==> config.mk <==
export PLATFORM = sky130hd
export DESIGN_NAME = otl_loader
export DESIGN_NICKNAME = d
export VERILOG_FILES = /design/src/otl_info_rom.v /design/src/otl_loader.v
export VERILOG_INCLUDE_DIRS = /design/src
export SDC_FILE = /design/constraint.sdc
export NUM_CORES = 1
export LEC_CHECK = 0
export BUFFER_PORTS_ARGS = -buffer_cell sky130_fd_sc_hd__buf_2
export CORE_MARGIN = 2
export CORE_UTILIZATION = 40
export DETAILED_ROUTE_END_ITERATION = 10
export GPL_TIMING_DRIVEN = 0
export MAX_ROUTING_LAYER = met4
export PLACE_DENSITY = 0.75
export SYNTH_ARGS = -nofsm -noshare
export SYNTH_HDL_FRONTEND = slang
export SYNTH_SLANG_ARGS = --single-unit
==> constraint.sdc <==
create_clock -name core_clk -period 2.5 [get_ports core_clk]
set_input_delay 0.25 -clock core_clk [delete_from_list [all_inputs] [get_ports core_clk]]
set_output_delay 0.25 -clock core_clk [all_outputs]
set_load 0.1 [all_outputs]
==> src/otl_map.vh <==
// Offsets, fields, reset values and timing counts of the option and trim loader
// Overview of operation
// RULE1: Bit 7 of the start-up option byte is reserved and is left programmed to one by whoever programs flash.
// RULE2: A zero low-power start-up option starts the part with its clock divided by eight and flash reached only in the second half of the last divide cycle.
// The code raises flash_access_en for the whole last divide cycle, together with sys_clk_en.
// RULE3: A one low-power start-up option starts the part normally, with no divide and no restricted flash timing.
// RULE4: Bits 5 to 0 of the start-up option byte are reserved and are programmed to all ones.
// RULE5: The information area cannot be written directly; factory settings change only through the trim registers.
// RULE6: Every reset puts the factory values back into the trim registers, so software rewrites them after each reset.
// RULE7: Reads of the information area addresses return the stored factory values even after the trim registers change.
// RULE8: At reset the oscillator trim values at information locations 0021h and 0022h are copied into the two oscillator trim registers.
// RULE9: At reset the ADC reference trim value at information location 0023h is copied into the ADC reference trim register.
// RULE10: The three upper bits of the ADC reference trim byte are reserved and writers keep them at one.
// RULE11: The five-bit ADC reference trim field adjusts the reference; an untrimmed part holds F0h in the whole register.
// RULE12: All option and trim loads finish before the processor is released from reset.
`ifndef OTL_MAP_VH
`define OTL_MAP_VH
`define OTL_PM_OPTION_ADDR 16'h0003
`define OTL_INFO_OSC1_ADDR 16'h0021
`define OTL_INFO_OSC2_ADDR 16'h0022
`define OTL_INFO_ADC_ADDR 16'h0023
`define OTL_OSC1_OFFS 32'hFFFFFF25
`define OTL_OSC2_OFFS 32'hFFFFFF26
`define OTL_ADC_OFFS 32'hFFFFFF27
`define OTL_REG_OPTION 12'h000
`define OTL_REG_OSC1 12'h004
`define OTL_REG_OSC2 12'h008
`define OTL_REG_ADC 12'h00C
`define OTL_REG_STATUS 12'h010
`define OTL_REG_INFO_OSC1 12'h020
`define OTL_REG_INFO_OSC2 12'h024
`define OTL_REG_INFO_ADC 12'h028
`define OTL_LOW_POWER_STARTUP_OPTION_BIT 6
`define OTL_ADC_RSV_MASK 8'hE0
`define OTL_ADC_UNTRIMMED 8'hF0
`define OTL_OPTION_ERASED 8'hFF
`define OTL_LP_DIVIDE 4'h8
`define OTL_MEM_LATENCY 3'h2
`define OTL_RESP_OKAY 2'h0
`define OTL_RESP_SLVERR 2'h2
`endif

==> src/otl_info_rom.v <==
// Factory information area and option byte, read-only, registered read data
`include "otl_map.vh"
`timescale 1ns/1ps
module otl_info_rom #(
   parameter [7:0] OPTION_VALUE = 8'hFF,
   parameter [7:0] OSC1_VALUE = 8'h80,
   parameter [7:0] OSC2_VALUE = 8'h80,
   parameter [7:0] ADC_VALUE = 8'hF0
) (
   input wire core_clk,
   input wire arst_n,
   input wire [15:0] rd_addr,
   output reg [7:0] rd_data
);
   // No write port exists: factory contents are fixed
   always @(posedge core_clk or negedge arst_n) begin // RULE5
      if (!arst_n) begin
         rd_data <= 8'h00;
      end else begin
         case (rd_addr)
            `OTL_PM_OPTION_ADDR: rd_data <= OPTION_VALUE;
            `OTL_INFO_OSC1_ADDR: rd_data <= OSC1_VALUE;
            `OTL_INFO_OSC2_ADDR: rd_data <= OSC2_VALUE;
            `OTL_INFO_ADC_ADDR: rd_data <= ADC_VALUE;
            default: rd_data <= 8'hFF;
         endcase
      end
   end
endmodule // otl_info_rom

==> src/otl_loader.v <==
// Reset-time option and trim loader with AXI4-Lite register access
//
// The implementer's own choice: the AXI4-Lite interface to the registers.
`timescale 1ns/1ps
`include "otl_map.vh"
module otl_loader #(
   parameter [7:0] OPTION_VALUE = 8'hFF,
   parameter [7:0] OSC1_VALUE = 8'h80,
   parameter [7:0] OSC2_VALUE = 8'h80,
   parameter [7:0] ADC_VALUE = 8'hF0
) (
   input wire core_clk,
   input wire arst_n,
   input wire [11:0] s_axi_awaddr,
   input wire s_axi_awvalid,
   output reg s_axi_awready,
   input wire [31:0] s_axi_wdata,
   input wire [3:0] s_axi_wstrb,
   input wire s_axi_wvalid,
   output reg s_axi_wready,
   output reg [1:0] s_axi_bresp,
   output reg s_axi_bvalid,
   input wire s_axi_bready,
   input wire [11:0] s_axi_araddr,
   input wire s_axi_arvalid,
   output reg s_axi_arready,
   output reg [31:0] s_axi_rdata,
   output reg [1:0] s_axi_rresp,
   output reg s_axi_rvalid,
   input wire s_axi_rready,
   output reg cpu_reset_n,
   output reg low_power_mode,
   output reg flash_access_en,
   output reg sys_clk_en,
   output reg [7:0] oscillator_trim_first,
   output reg [7:0] oscillator_trim_second,
   output reg [7:0] adc_reference_trim_reg
);
   localparam [2:0] ST_OPT = 3'h0;
   localparam [2:0] ST_OSC1 = 3'h1;
   localparam [2:0] ST_OSC2 = 3'h2;
   localparam [2:0] ST_ADC = 3'h3;
   localparam [2:0] ST_WAIT = 3'h4;
   localparam [2:0] ST_RUN = 3'h5;

   reg [2:0] state_reg;
   reg [2:0] state_next;
   reg [1:0] step_reg;
   reg [15:0] rom_addr;
   wire [7:0] rom_data;
   reg [7:0] option_reg;
   reg [7:0] info_osc1_reg;
   reg [7:0] info_osc2_reg;
   reg [7:0] info_adc_reg;
   reg [3:0] div_reg;
   reg aw_held_reg;
   reg w_held_reg;
   reg [11:0] awaddr_reg;
   reg [31:0] wdata_reg;
   reg [3:0] wstrb_reg;
   reg rst_meta_reg;
   reg rst_sync_reg;
   wire core_rst_n;
   wire loaded;

   // Release is synchronised so every register leaves reset on one edge
   always @(posedge core_clk or negedge arst_n) begin
      if (!arst_n) begin
         rst_meta_reg <= 1'b0;
         rst_sync_reg <= 1'b0;
      end else begin
         rst_meta_reg <= 1'b1;
         rst_sync_reg <= rst_meta_reg;
      end
   end

   // Only the second stage drives logic; the first may be metastable
   assign core_rst_n = rst_sync_reg;

   otl_info_rom #(
      .OPTION_VALUE(OPTION_VALUE),
      .OSC1_VALUE(OSC1_VALUE),
      .OSC2_VALUE(OSC2_VALUE),
      .ADC_VALUE(ADC_VALUE)
   ) u_rom (
      .core_clk(core_clk),
      .arst_n(core_rst_n),
      .rd_addr(rom_addr),
      .rd_data(rom_data)
   );

   // Byte-lane merge of a software write into an 8-bit register
   function [7:0] lane_merge;
      input [7:0] old_val;
      input [31:0] data;
      input [3:0] strb;
      begin
         lane_merge = strb[0] ? data[7:0] : old_val;
      end
   endfunction

   // Only the three trim registers accept software writes
   function is_trim_addr;
      input [11:0] addr;
      begin
         is_trim_addr = (addr == `OTL_REG_OSC1) || (addr == `OTL_REG_OSC2) ||
                        (addr == `OTL_REG_ADC);
      end
   endfunction

   always @* begin
      rom_addr = `OTL_PM_OPTION_ADDR;
      case (state_reg)
         ST_OPT: rom_addr = `OTL_PM_OPTION_ADDR;
         ST_OSC1: rom_addr = `OTL_INFO_OSC1_ADDR;
         ST_OSC2: rom_addr = `OTL_INFO_OSC2_ADDR;
         ST_ADC: rom_addr = `OTL_INFO_ADC_ADDR;
         default: rom_addr = `OTL_PM_OPTION_ADDR;
      endcase
   end

   // Each location is held for two cycles so the registered ROM data settle
   wire step_done = (step_reg == (`OTL_MEM_LATENCY - 3'h1));

   always @* begin
      state_next = state_reg;
      case (state_reg)
         ST_OPT: if (step_done) state_next = ST_OSC1;
         ST_OSC1: if (step_done) state_next = ST_OSC2;
         ST_OSC2: if (step_done) state_next = ST_ADC;
         ST_ADC: if (step_done) state_next = ST_WAIT;
         ST_WAIT: state_next = ST_RUN;
         ST_RUN: state_next = ST_RUN;
         default: state_next = ST_OPT;
      endcase
   end

   assign loaded = (state_reg == ST_RUN);

   // Loads restart from the factory copy at every reset
   always @(posedge core_clk or negedge core_rst_n) begin // RULE6
      if (!core_rst_n) begin
         state_reg <= ST_OPT;
         step_reg <= 2'h0;
         option_reg <= `OTL_OPTION_ERASED;
         info_osc1_reg <= 8'h00;
         info_osc2_reg <= 8'h00;
         info_adc_reg <= `OTL_ADC_UNTRIMMED;
      end else begin
         state_reg <= state_next;
         if (step_done || state_reg >= ST_WAIT) begin
            step_reg <= 2'h0;
         end else begin
            step_reg <= step_reg + 2'h1;
         end
         if (step_done) begin
            case (state_reg)
               ST_OPT: option_reg <= rom_data;
               ST_OSC1: info_osc1_reg <= rom_data; // RULE8
               ST_OSC2: info_osc2_reg <= rom_data; // RULE8
               ST_ADC: info_adc_reg <= rom_data; // RULE9
               default: info_adc_reg <= info_adc_reg;
            endcase
         end
      end
   end

   // Processor stays in reset until every load is done
   // Held low one cycle past the trim load so the processor never sees a stale trim
   always @(posedge core_clk or negedge core_rst_n) begin // RULE12
      if (!core_rst_n) begin
         cpu_reset_n <= 1'b0;
      end else begin
         cpu_reset_n <= loaded;
      end
   end

   // Clock divide: enable one cycle in eight, flash only on that last cycle
   // Counter runs free so the divide phase costs no extra decode
   always @(posedge core_clk or negedge core_rst_n) begin
      if (!core_rst_n) begin
         div_reg <= 4'h0;
         low_power_mode <= 1'b0;
         sys_clk_en <= 1'b0;
         flash_access_en <= 1'b0;
      end else begin
         low_power_mode <= ~option_reg[`OTL_LOW_POWER_STARTUP_OPTION_BIT];
         if (div_reg == (`OTL_LP_DIVIDE - 4'h1)) begin
            div_reg <= 4'h0;
         end else begin
            div_reg <= div_reg + 4'h1;
         end
         if (!loaded) begin
            sys_clk_en <= 1'b0;
            flash_access_en <= 1'b0;
         end else if (!option_reg[`OTL_LOW_POWER_STARTUP_OPTION_BIT]) begin
            sys_clk_en <= (div_reg == (`OTL_LP_DIVIDE - 4'h2)); // RULE2
            flash_access_en <= (div_reg == (`OTL_LP_DIVIDE - 4'h2)); // RULE2
         end else begin
            sys_clk_en <= 1'b1; // RULE3
            flash_access_en <= 1'b1; // RULE3
         end
      end
   end

   // Write channel: address and data taken in either order
   // No new request is taken while a response waits for bready
   always @(posedge core_clk or negedge core_rst_n) begin
      if (!core_rst_n) begin
         aw_held_reg <= 1'b0;
         w_held_reg <= 1'b0;
         awaddr_reg <= 12'h000;
         wdata_reg <= 32'h00000000;
         wstrb_reg <= 4'h0;
         s_axi_awready <= 1'b0;
         s_axi_wready <= 1'b0;
         s_axi_bvalid <= 1'b0;
         s_axi_bresp <= `OTL_RESP_OKAY;
      end else begin
         s_axi_awready <= 1'b0;
         s_axi_wready <= 1'b0;
         if (s_axi_bvalid && s_axi_bready) begin
            s_axi_bvalid <= 1'b0;
         end
         if (!aw_held_reg && s_axi_awvalid && !s_axi_awready && !s_axi_bvalid) begin
            aw_held_reg <= 1'b1;
            awaddr_reg <= s_axi_awaddr;
            s_axi_awready <= 1'b1;
         end
         if (!w_held_reg && s_axi_wvalid && !s_axi_wready && !s_axi_bvalid) begin
            w_held_reg <= 1'b1;
            wdata_reg <= s_axi_wdata;
            wstrb_reg <= s_axi_wstrb;
            s_axi_wready <= 1'b1;
         end
         if (aw_held_reg && w_held_reg) begin
            aw_held_reg <= 1'b0;
            w_held_reg <= 1'b0;
            s_axi_bvalid <= 1'b1;
            if (is_trim_addr(awaddr_reg)) begin
               s_axi_bresp <= `OTL_RESP_OKAY;
            end else begin
               // Factory copy and option byte refuse writes
               s_axi_bresp <= `OTL_RESP_SLVERR; // RULE5
            end
         end
      end
   end

   // Trim registers: factory copy after load, software rewrites later
   // Limitation: writes before the load ends answer okay but change nothing
   always @(posedge core_clk or negedge core_rst_n) begin
      if (!core_rst_n) begin
         oscillator_trim_first <= 8'h00;
         oscillator_trim_second <= 8'h00;
         adc_reference_trim_reg <= `OTL_ADC_UNTRIMMED; // RULE11
      end else if (state_reg == ST_WAIT) begin
         oscillator_trim_first <= info_osc1_reg; // RULE8
         oscillator_trim_second <= info_osc2_reg; // RULE8
         adc_reference_trim_reg <= info_adc_reg; // RULE9
      end else if (loaded && aw_held_reg && w_held_reg) begin
         case (awaddr_reg)
            `OTL_REG_OSC1:
               oscillator_trim_first <= lane_merge(oscillator_trim_first, wdata_reg, wstrb_reg);
            `OTL_REG_OSC2:
               oscillator_trim_second <= lane_merge(oscillator_trim_second, wdata_reg,
                                                    wstrb_reg);
            // Whole byte stored; upper bits are the writer's to keep set
            `OTL_REG_ADC:
               adc_reference_trim_reg <= lane_merge(adc_reference_trim_reg, wdata_reg,
                                                    wstrb_reg); // RULE11
            default: adc_reference_trim_reg <= adc_reference_trim_reg;
         endcase
      end
   end

   // Read channel: one-cycle answer after the address is taken
   // Reads during the load show partial state; status bit 0 tells software
   always @(posedge core_clk or negedge core_rst_n) begin
      if (!core_rst_n) begin
         s_axi_arready <= 1'b0;
         s_axi_rvalid <= 1'b0;
         s_axi_rdata <= 32'h00000000;
         s_axi_rresp <= `OTL_RESP_OKAY;
      end else begin
         s_axi_arready <= 1'b0;
         if (s_axi_rvalid && s_axi_rready) begin
            s_axi_rvalid <= 1'b0;
         end else if (s_axi_arvalid && !s_axi_arready && !s_axi_rvalid) begin
            s_axi_arready <= 1'b1;
            s_axi_rvalid <= 1'b1;
            s_axi_rresp <= `OTL_RESP_OKAY;
            case (s_axi_araddr)
               `OTL_REG_OPTION: s_axi_rdata <= {24'h000000, option_reg};
               `OTL_REG_OSC1: s_axi_rdata <= {24'h000000, oscillator_trim_first};
               `OTL_REG_OSC2: s_axi_rdata <= {24'h000000, oscillator_trim_second};
               `OTL_REG_ADC: s_axi_rdata <= {24'h000000, adc_reference_trim_reg};
               `OTL_REG_STATUS: s_axi_rdata <= {30'h00000000, low_power_mode, loaded};
               `OTL_REG_INFO_OSC1: s_axi_rdata <= {24'h000000, info_osc1_reg}; // RULE7
               `OTL_REG_INFO_OSC2: s_axi_rdata <= {24'h000000, info_osc2_reg}; // RULE7
               `OTL_REG_INFO_ADC: s_axi_rdata <= {24'h000000, info_adc_reg}; // RULE7
               default: begin
                  s_axi_rdata <= 32'h00000000;
                  s_axi_rresp <= `OTL_RESP_SLVERR;
               end
            endcase
         end
      end
   end
endmodule // otl_loader

# Yosys cells after proc, flatten, opt, wreduce, memory -nomap -nowiden
# Cells that the tools add are included.
# word_totals
memories	0
latch_bits	0
ram_bits	0
register_bits	142
elab_cells	141
romBits	0
output_inout_bits	69
in_bits	67
# classes
mux	36
n_mul	0
order_cmp	1
n_div	0
n_reduce_logical	46
shift	0
addsub	2
bitwise_logic	2
eq_ne	25
# op_table
operator	count
2-to-1 mux 8 bit	10
one-hot mux 8 bit (8 select lines)	1
equality test 12 x 4 -> 1 bit, second input constant	4
equality test 12 x 6 -> 1 bit, second input constant	3
equality test 12 x 3 -> 1 bit, second input constant	2
equality test 6 bit, second input constant	3
one-hot mux 6 bit (3 select lines)	1
nonzero test 2 bit	9
one-hot mux 3 bit (5 select lines)	1
2-to-1 mux 1 bit	14
one-hot mux 7 bit (2 select lines)	1
logical AND 1 bit	13
equality test 12 x 5 -> 1 bit, second input constant	1
logical NOT 12 bit	1
2-to-1 mux 3 bit	4
AND reduction 2 bit	5
AND reduction 3 bit	3
equality test 4 x 3 -> 1 bit, second input constant	2
inequality test 2 bit, second input constant	4
OR reduction 8 bit	1
logical NOT 1 bit	7
equality test 3 x 2 -> 1 bit, second input constant	2
equality test 3 bit, second input constant	2
2-to-1 mux 2 bit	3
11 further kinds	15

# Longest topological paths before layout
# Gate-level depths: netlist of run 1.
# depth
ltp_word	6
mapped_depth	7
ltp_nobuf	6

# Hierarchy
# From an unflattened synthesis of run 1, not the netlist that was laid out.
# hier_totals
cells_unflattened	464
area_unflattened_um2	5380.2
# modules_own_cells
module	area_each_um2	seq_area_each_um2	instances	cells_per_inst
otl_loader	5208.7	2722.6	1	447
otl_info_rom	171.4	75.1	1	17

# Least setup slack after synthesis of run 1
# No wires, ideal clock.
# synth_path
kind	reg2reg
startpoint	reg s_axi_bvalid
endpoint	reg awaddr_reg[10]
synth_period_minus_slack_ps	2120
t_arrival_ps	1992
setup_time_ps	128
stages_incl_launch_ff	4
n_path_buf	1
required_time_ps	2372
setup_slack_ps	380
path_cell_list	dfrtp_1 nor4b_2 buf_2 mux2_1
# synth_via
elab_chain_len	2
# synth_lines
element	line_no	rtl
start: declaration	otl_loader.v:22	output reg s_axi_bvalid,
start signal: assignment	otl_loader.v:217	s_axi_bvalid <= 1'b0;
start signal: assignment	otl_loader.v:223	s_axi_bvalid <= 1'b0;
start signal: assignment	otl_loader.v:239	s_axi_bvalid <= 1'b1;
logical NOT 1 bit	otl_loader.v:225	if (!aw_held_reg && s_axi_awvalid && !s_axi_awready && !s_axi_bvalid) begin
logical AND 1 bit	otl_loader.v:225	
end signal: assignment	otl_loader.v:227	awaddr_reg <= s_axi_awaddr;
end: declaration	otl_loader.v:58	reg [11:0] awaddr_reg;
# Every way passes these cells.
# A chain may end at the register's enable or synchronous reset.

# Worst setup path after layout of run 1
# layout_path
startpoint	reg awaddr_reg[9]
endpoint	reg oscillator_trim_second[5]
# layout_via
elab_chain_len	3
# layout_lines
element	line_no	rtl
equality test 12 x 4 -> 1 bit	otl_loader.v:262	case (awaddr_reg)
nonzero test 2 bit (no source line)	n/a	
AND reduction 3 bit (no source line)	n/a	
end signal: assignment	otl_loader.v:259	oscillator_trim_second <= info_osc2_reg;
end signal: assignment	otl_loader.v:266	oscillator_trim_second <= lane_merge(oscillator_trim_second, wdata_reg,
end: declaration	otl_loader.v:36	output reg [7:0] oscillator_trim_second,
# Every way passes these cells.

==> results of run 1 <==
-- area by class of cell --
| class | instances | area (um2) |
|---|---|---|
| Clock buffer | 12 | 135 |
| Sequential cell | 91 | 2290 |
| Clock inverter | 4 | 51.3 |
| Inverter | 19 | 71.3 |
| Multi-Input combinational cell | 280 | 1780 |
| Buffer | 44 | 279 |
| Fill cell | 953 | 5190 |
| Tap cell | 136 | 170 |
| Timing Repair Buffer | 84 | 448 |
-- cells in the mapped netlist, types with 2 or more instances --
library cell / number / area share, %
a21o_1: 2 / 0.35
a21oi_1: 37 / 4.3
a22o_1: 4 / 0.81
a22oi_1: 7 / 1.2
a31oi_1: 4 / 0.58
and2_1: 12 / 1.7
and3_1: 8 / 1.2
buf_2: 7 / 0.81
buf_4: 28 / 4.9
clkbuf_1: 9 / 0.78
conb_1: 2 / 0.17
dfrtp_1: 82 / 47
dfstp_2: 9 / 5.5
ha_1: 3 / 0.87
inv_1: 19 / 1.7
mux2_1: 16 / 4.2
mux2_2: 17 / 4.4
mux2i_1: 11 / 2.5
nand2_1: 25 / 2.2
nand2b_1: 3 / 0.43
nand3_1: 10 / 1.2
nand3b_1: 3 / 0.52
nor2_1: 33 / 2.9
nor2b_1: 4 / 0.58
nor3_1: 3 / 0.35
nor4_1: 3 / 0.43
o21a_1: 3 / 0.52
o21ai_0: 13 / 1.5
o21ai_1: 3 / 0.35
o21ai_2: 3 / 0.61
or3_1: 2 / 0.29
xor2_1: 3 / 0.61
-- path summary, 6_finish.rpt --
| kind | to | slack [ps] | cells past startpoint |
|---|---|---|---|
| hold / removal | s_axi_bvalid$_DFFE_PN0P_ | 70 | 2 |
| setup reg to reg | oscillator_trim_second[5]$_DFFE_PN0P_ | 520 | 6 |
| min in group asynchronous | core_rst_n$_DFF_PN0_ | 210 | 2 |
| setup / recovery | oscillator_trim_second[5]$_DFFE_PN0P_ | 520 | 6 |
| max in group asynchronous | option_reg[3]$_DFFE_PN1P_ | 1570 | 1 |
| hold reg to reg | wdata_reg[0]$_DFFE_PN0P_ | 270 | 0 |
-- cell families (layout without fill, tap and decap cells) --
| group | count (synthesis) | after routing |
|---|---|---|
| other cells | 2 | 28 |
| simple gates | 115 | 115 |
| xor+xnor | 4 | 4 |
| buf+inv | 63 | 163 |
| flops | 91 | 91 |
| compound gates | 86 | 86 |
| fa+ha+maj | 3 | 3 |
| mux | 44 | 44 |
-- per-stage QoR --
step	cells	hold slack (ps)	utilization (%)
floorplan	434	-45.6	-
global placement	652	34.9	48.0
detailed placement	653	36.2	48.3
CTS	670	67.3	50.2
global route	670	91.7	50.2
finish	670	74.7	50.2
-- power groups by stage --
stage	Clock (mW)	Combinational (mW)	Sequential [mW]
global placement	0	1.12	1.89
floorplan	0	0.720	2.10
global route	1.06	1.27	1.89
finish	0.960	1.17	1.86
CTS	0.984	1.17	1.87
detailed placement	0	1.17	1.89
-- layer usage --
metal | vias up | share of wire [%] | global-route usage (%)
met3 | 10 | 7.5 | 4.18
met4 | 0 | 0.90 | 3.66
met2 | 129 | 45 | 27.2
li1 | 1603 | - | -
met5 | - | 0 | -
met1 | 1514 | 46 | 24.6
==> run summary, run 1 <==
Max VDD drop: 0.762 mV
Final setup vio count: 0
Startpoint Class: register
Post-synth EDFFs: 0
Critical path class: reg2reg
Antenna diode count: 0
Row cnt: 37
Measured slew at the worst slew-check pin: 606 ps
Commonest non-fill, non-tap cell in the layout: buf_2
Vias per std cell: 4.86
Max-Slew Margin vs Limit: 59.5%
Crit path max-delay cell type: o21ai_2
Main synth FF type: dfrtp_1
Number of max-cap violations: 0
Comb power frac: 29.3%
CP Max Fanout: 9
CTS Buf Count: 9
Routed wire length: 9560 um
Post-CTS sizing: 0
Largest family of logic cells by synthesized area: simple AND/OR/NAND/NOR gates
Final setup TNS: 0 ps
H-tree levels: 3
CTS tree: built
Die Wd: 108 um
Antenna violations before repair: 0
Mux cell area share after synthesis: 11.1%
Drt pass-1 iters: 4
HP Class: in2reg
# Post-CTS Setup Buffers: 0
DIE HEIGHT: 108 um
Part of the power in registers: 46.6%
#FFs+latches synth: 91
Port-buffer cells: 82
Placer Congestion: 0.862
Routed Antenna Nets: 0
CTS root buffer: clkbuf_8
Core area: 0.0104 mm2
Compound-gate portion of the synthesized area: 12.3%
Initial DRC Count: 177
Clock buffer depth: 2
Number of global-route vias before repair: 3194
Most frequent cells in the layout: buf_2, dfrtp_1, a21oi_1
Synth async-reset ratio: 100%
Dpl ws: 497 ps
Synth unique cells: 52
CTS sink count: 91
DR DRC count: 0
Die area: 0.0116 mm2
Post-Synth Adder-Cell Area: 0.869%
Clock network fraction of total power: 24.1%
Switching share of power: 36.2%
Post-DP HPWL: 7380 um
Worst setup EP type: register
Clk_lat worst skew: 350 ps
Syn_area_per_cell: 10.6 um2
Overflow after GRT: 0
Lkg Pwr: 2.54 nW
First-pass GRT wire length: 15800 um
Via Count: 3256
Xor/xnor share of the synthesized area: 0.811%
Max-slew violations: 0
Fin nets: 599
Design area: 0.00523 mm2
Layout cells sized above 1: 31.5%
Final worst slack: 523 ps
Layout area overhead: 21.0%
Fmax: 506 MHz
Clock transition at the registers of the reported paths: 90 ps
Synth Cell Area: 0.00432 mm2
Largest net degree at the start of global routing: 60
Seq/Total Area, Yosys: 53.0%
Required @ worst endpoint: 2740 ps
Final Hold Fails: 0
CP max stage delay: 410 ps
Tmin final: 1980 ps
Yosys Warn Count: 0
DR WL/cell: 14.3 um
Reg-to-reg critical path startpoint: awaddr_reg[9]$_DFFE_PN0P_
Synth Area in Simple Gates: 13.7%
# hold bufs at CTS: 1
Setup crit start: awaddr_reg[9]$_DFFE_PN0P_
Global Route Usage Sum: 17.9%
PD cells: 763 mW/mm2
Area after detailed placement: 0.00503 mm2
I/O Pins: 136
Starting density of the core: 41.5%
Data arrival, critical path: 2220 ps
Clock Skew: 7.03 ps
WP buf/inv: 1
Pwr Total: 3.99 mW
Delay-heaviest family, CP: simple AND/OR/NAND/NOR gates
Final worst path period share: 79.1%
Status: finished clean
Unrepaired setup endpoints after global routing: no
Gate Count Post-Synth: 408
Switch Pwr: 1.44 mW
CP Cell Sequence: nor4_1 -> nand4_1 -> o21ai_2 -> and2_1 -> buf_2 -> a21oi_1
Min-delay src: s_axi_bready
Largest register FFs: 12
Pint: 2.54 mW
Note: power is estimated with default switching activity, not from simulation.
==> run 2, diff against run 1 <==
ABC_AREA = 1   (was unset)
PLACE_DENSITY = 0.72   (was 0.75)
clock period = 1.9 ns   (was 2.5 ns; I/O delays follow)
==> run 2 against run 1 <==
  * Via count is 20% higher
  * Critical path depth is 2 higher
  * Clock skew hardly changed
  * Synthesized area is 5.2% higher
  * Synthesized cell count is 42% higher
  * Clock-buffer cell count is 2 lower
  * Fmax is 25% higher
  * Sequential power is 32% higher
  * Utilization is 0.26 points higher
  * Non-clock buffer count is 5 lower
  * First-iteration DRC count is 2.8% higher
==> run summary, run 2 <==
Final setup vio count: 0 (unchanged)
Routed Antenna Nets: 0 (unchanged)
Gate Count Post-Synth: 579 (+42%)
Routed wire length: 10200 um (+7.2%)
Largest register FFs: 12 (unchanged)
Clock transition at the registers of the reported paths: 70 ps (-20 ps)
PD cells: 1070 mW/mm2 (+41%)
Delay-heaviest family, CP: simple AND/OR/NAND/NOR gates
Synth async-reset ratio: 100% (unchanged)
Pwr Total: 5.95 mW (+49%)
Via Count: 3918 (+20%)
Starting density of the core: 41.4% (-0.090 points)
First-pass GRT wire length: 17400 um (+10%)
Data arrival, critical path: 1820 ps (-400 ps)
Clk_lat worst skew: 340 ps (about the same)
CP max stage delay: 380 ps (-30 ps)
Antenna diode count: 0 (unchanged)
Required @ worst endpoint: 2130 ps (-610 ps)
Largest family of logic cells by synthesized area: simple AND/OR/NAND/NOR gates
Placer Congestion: 0.872 (+1.1%)
Post-synth EDFFs: 0 (unchanged)
Most frequent cells in the layout: nand2_1, buf_2, dfrtp_1
Number of global-route vias before repair: 3653 (+14%)
Startpoint Class: register
#FFs+latches synth: 91 (unchanged)
# Post-CTS Setup Buffers: 0 (unchanged)
Most frequent CP cell: nand2_1
Critical path class: reg2reg
CP Max Fanout: 9 (unchanged)
DR DRC count: 0 (unchanged)
Final worst slack: 314 ps (-210 ps)
Largest net degree at the start of global routing: 65 (+8.3%)
Area after detailed placement: 0.00526 mm2 (+4.6%)
Antenna violations before repair: 0 (unchanged)
Tmin final: 1590 ps (-390 ps)
Post-CTS sizing: 0 (unchanged)
Xor/xnor share of the synthesized area: 0.385% (-0.43 points)
Synth Cell Area: 0.00455 mm2 (+5.2%)
Max-slew violations: 0 (unchanged)
I/O Pins: 136 (unchanged)
Fin nets: 770 (+29%)
Commonest non-fill, non-tap cell in the layout: nand2_1
Status: finished clean
Layout cells sized above 1: 22.9% (-8.6 points)
Drt pass-1 iters: 4 (unchanged)
Design area: 0.00554 mm2 (+6.0%)
Synth top area share: 45.1% (-2.4 points)
Main synth FF type: dfrtp_1
Most common cell in the netlist: nand2_1
Vias per std cell: 4.64 (-4.5%)
WP buf/inv: 0 (-1)
CTS root buffer: clkbuf_16
H-tree levels: 3 (unchanged)
CTS tree: built
CTS sink count: 91 (unchanged)
Unrepaired setup endpoints after global routing: no
Crit path max-delay cell type: dfrtp_1
CTS Buf Count: 9 (unchanged)
Post-DP HPWL: 7780 um (+5.5%)
Worst-case hold slack: 37.5 ps (-37.2 ps)
Global Route Usage Sum: 17.7% (-0.15 points)
Lkg Pwr: 3.26 nW (+28%)
Row cnt: 38 (+2.7%)
Clock buffer depth: 2 (unchanged)
Yosys Warn Count: 0 (unchanged)
Post-synth top cells: nand2_1, dfrtp_1, nand3_1, nor2_1, inv_1
Area leader, netlist: dfrtp_1
Layout area overhead: 21.9%
DR WL/cell: 12.1 um (-15%)
Clock Skew: 6.86 ps (-0.178 ps)
Die area: 0.0122 mm2 (+5.0%)
Fmax: 630 MHz (+25%)
Core area: 0.0110 mm2 (+5.4%)
Max VDD drop: 1.02 mV (+34%)
CP Cell Sequence: nor2_1 -> nand2_1 -> nor2_1 -> nand2_1 -> o21ai_4 -> nand2_4 -> nand2_1 -> nand2_1
Number of max-cap violations: 0 (unchanged)
Overflow after GRT: 0 (unchanged)
Dpl ws: 321 ps (-176 ps)
Worst setup EP type: register
Post-Synth Adder-Cell Area: 0.826% (-0.043 points)
Main area contributors after synthesis: dfrtp_1, nand2_1, nand3_1
Compound-gate portion of the synthesized area: 4.13% (-8.1 points)
Seq/Total Area, Yosys: 50.3% (-2.6 points)
Die Wd: 111 um (+2.5%)
Synth unique cells: 31 (-40%)
HP Class: in2reg
Syn_area_per_cell: 7.85 um2 (-26%)
Synth Area in Simple Gates: 35.0% (+21 points)
DIE HEIGHT: 111 um (+2.5%)
Final worst path period share: 83.5% (+4.4 points)
Mux cell area share after synthesis: 0% (-11 points)
Port-buffer cells: 82 (unchanged)
Initial DRC Count: 182 (+2.8%)
Final Hold Fails: 0 (unchanged)
Final setup TNS: 0 ps (unchanged)
[run 2: changes by cell type after synthesis, moves of 7 or more]
cell,delta
mux2i_1,-11
nand2_1,+218
a21oi_1,-36
nor2_1,+12
and2_1,-12
mux2_1,-16
a22oi_1,-7
nand3_1,+57
mux2_2,-17
o21ai_0,+8
inv_1,+12
[run 2: final cells by class]
type / instances / area, um2
clock inverters: 5 / 40.0
inverters: 36 / 135
flip-flops and latches: 91 / 2290
plain buffers: 39 / 280
repair buffers: 84 / 448
multi-input cells: 439 / 1940
well taps: 140 / 175
fillers: 1065 / 5440
clock buffers: 10 / 229
[run 2: power breakdown]
| part | switching, mW | internal [mW] | total, mW |
|---|---|---|---|
| clock network | 0.749 | 0.886 | 1.64 |
| logic | 1.43 | 0.421 | 1.85 |
| registers | 0.203 | 2.26 | 2.46 |
| total | 2.38 | 3.57 | 5.95 |
[run 2: layer usage]
metal	part of all wire, %	global-route usage (%)	wire length, um
met2	45	28.1	4600
met1	47	23.1	4800
met3	6.7	4.06	689
met5	0	-	0
met4	1.5	4.58	157
[run 2: kinds of logic after synthesis]
group           count (synthesis)
xor+xnor                        2
buf+inv                        75
compound gates                 29
flops                          91
fa+ha+maj                       3
simple gates                  377
other cells                     2
[run 2: worst paths after layout]
kind | startpoint | endpoint | slack [ps] | depth (start not counted)
hold reg to reg | core_rst_n$_DFF_PN0_ | wdata_reg[3]$_DFFE_PN0P_ | 250 | 0
max in group asynchronous | core_rst_n$_DFF_PN0_ | info_adc_reg[6]$_DFFE_PN1P_ | 990 | 1
min in group asynchronous | arst_n | core_rst_n$_DFF_PN0_ | 160 | 2
setup / recovery | awaddr_reg[11]$_DFFE_PN0P_ | oscillator_trim_second[2]$_DFFE_PN0P_ | 310 | 8
hold / removal | s_axi_bready | s_axi_bvalid$_DFFE_PN0P_ | 40 | 2
setup reg to reg | awaddr_reg[11]$_DFFE_PN0P_ | oscillator_trim_second[2]$_DFFE_PN0P_ | 310 | 8
[run 2: through the flow]
step | cells | util (%)
after detailed placement | 828 | 47.9
after global placement | 827 | 47.6
after CTS | 844 | 50.4
after floorplan | 605 | -
final | 844 | 50.4
after global routing | 844 | 50.4
[run 2: timing repair]
action / in CTS / in global routing
endpoints found under the hold margin: 2 / 0
setup endpoints to repair: 0 / 0
hold buffers: 1 / 0
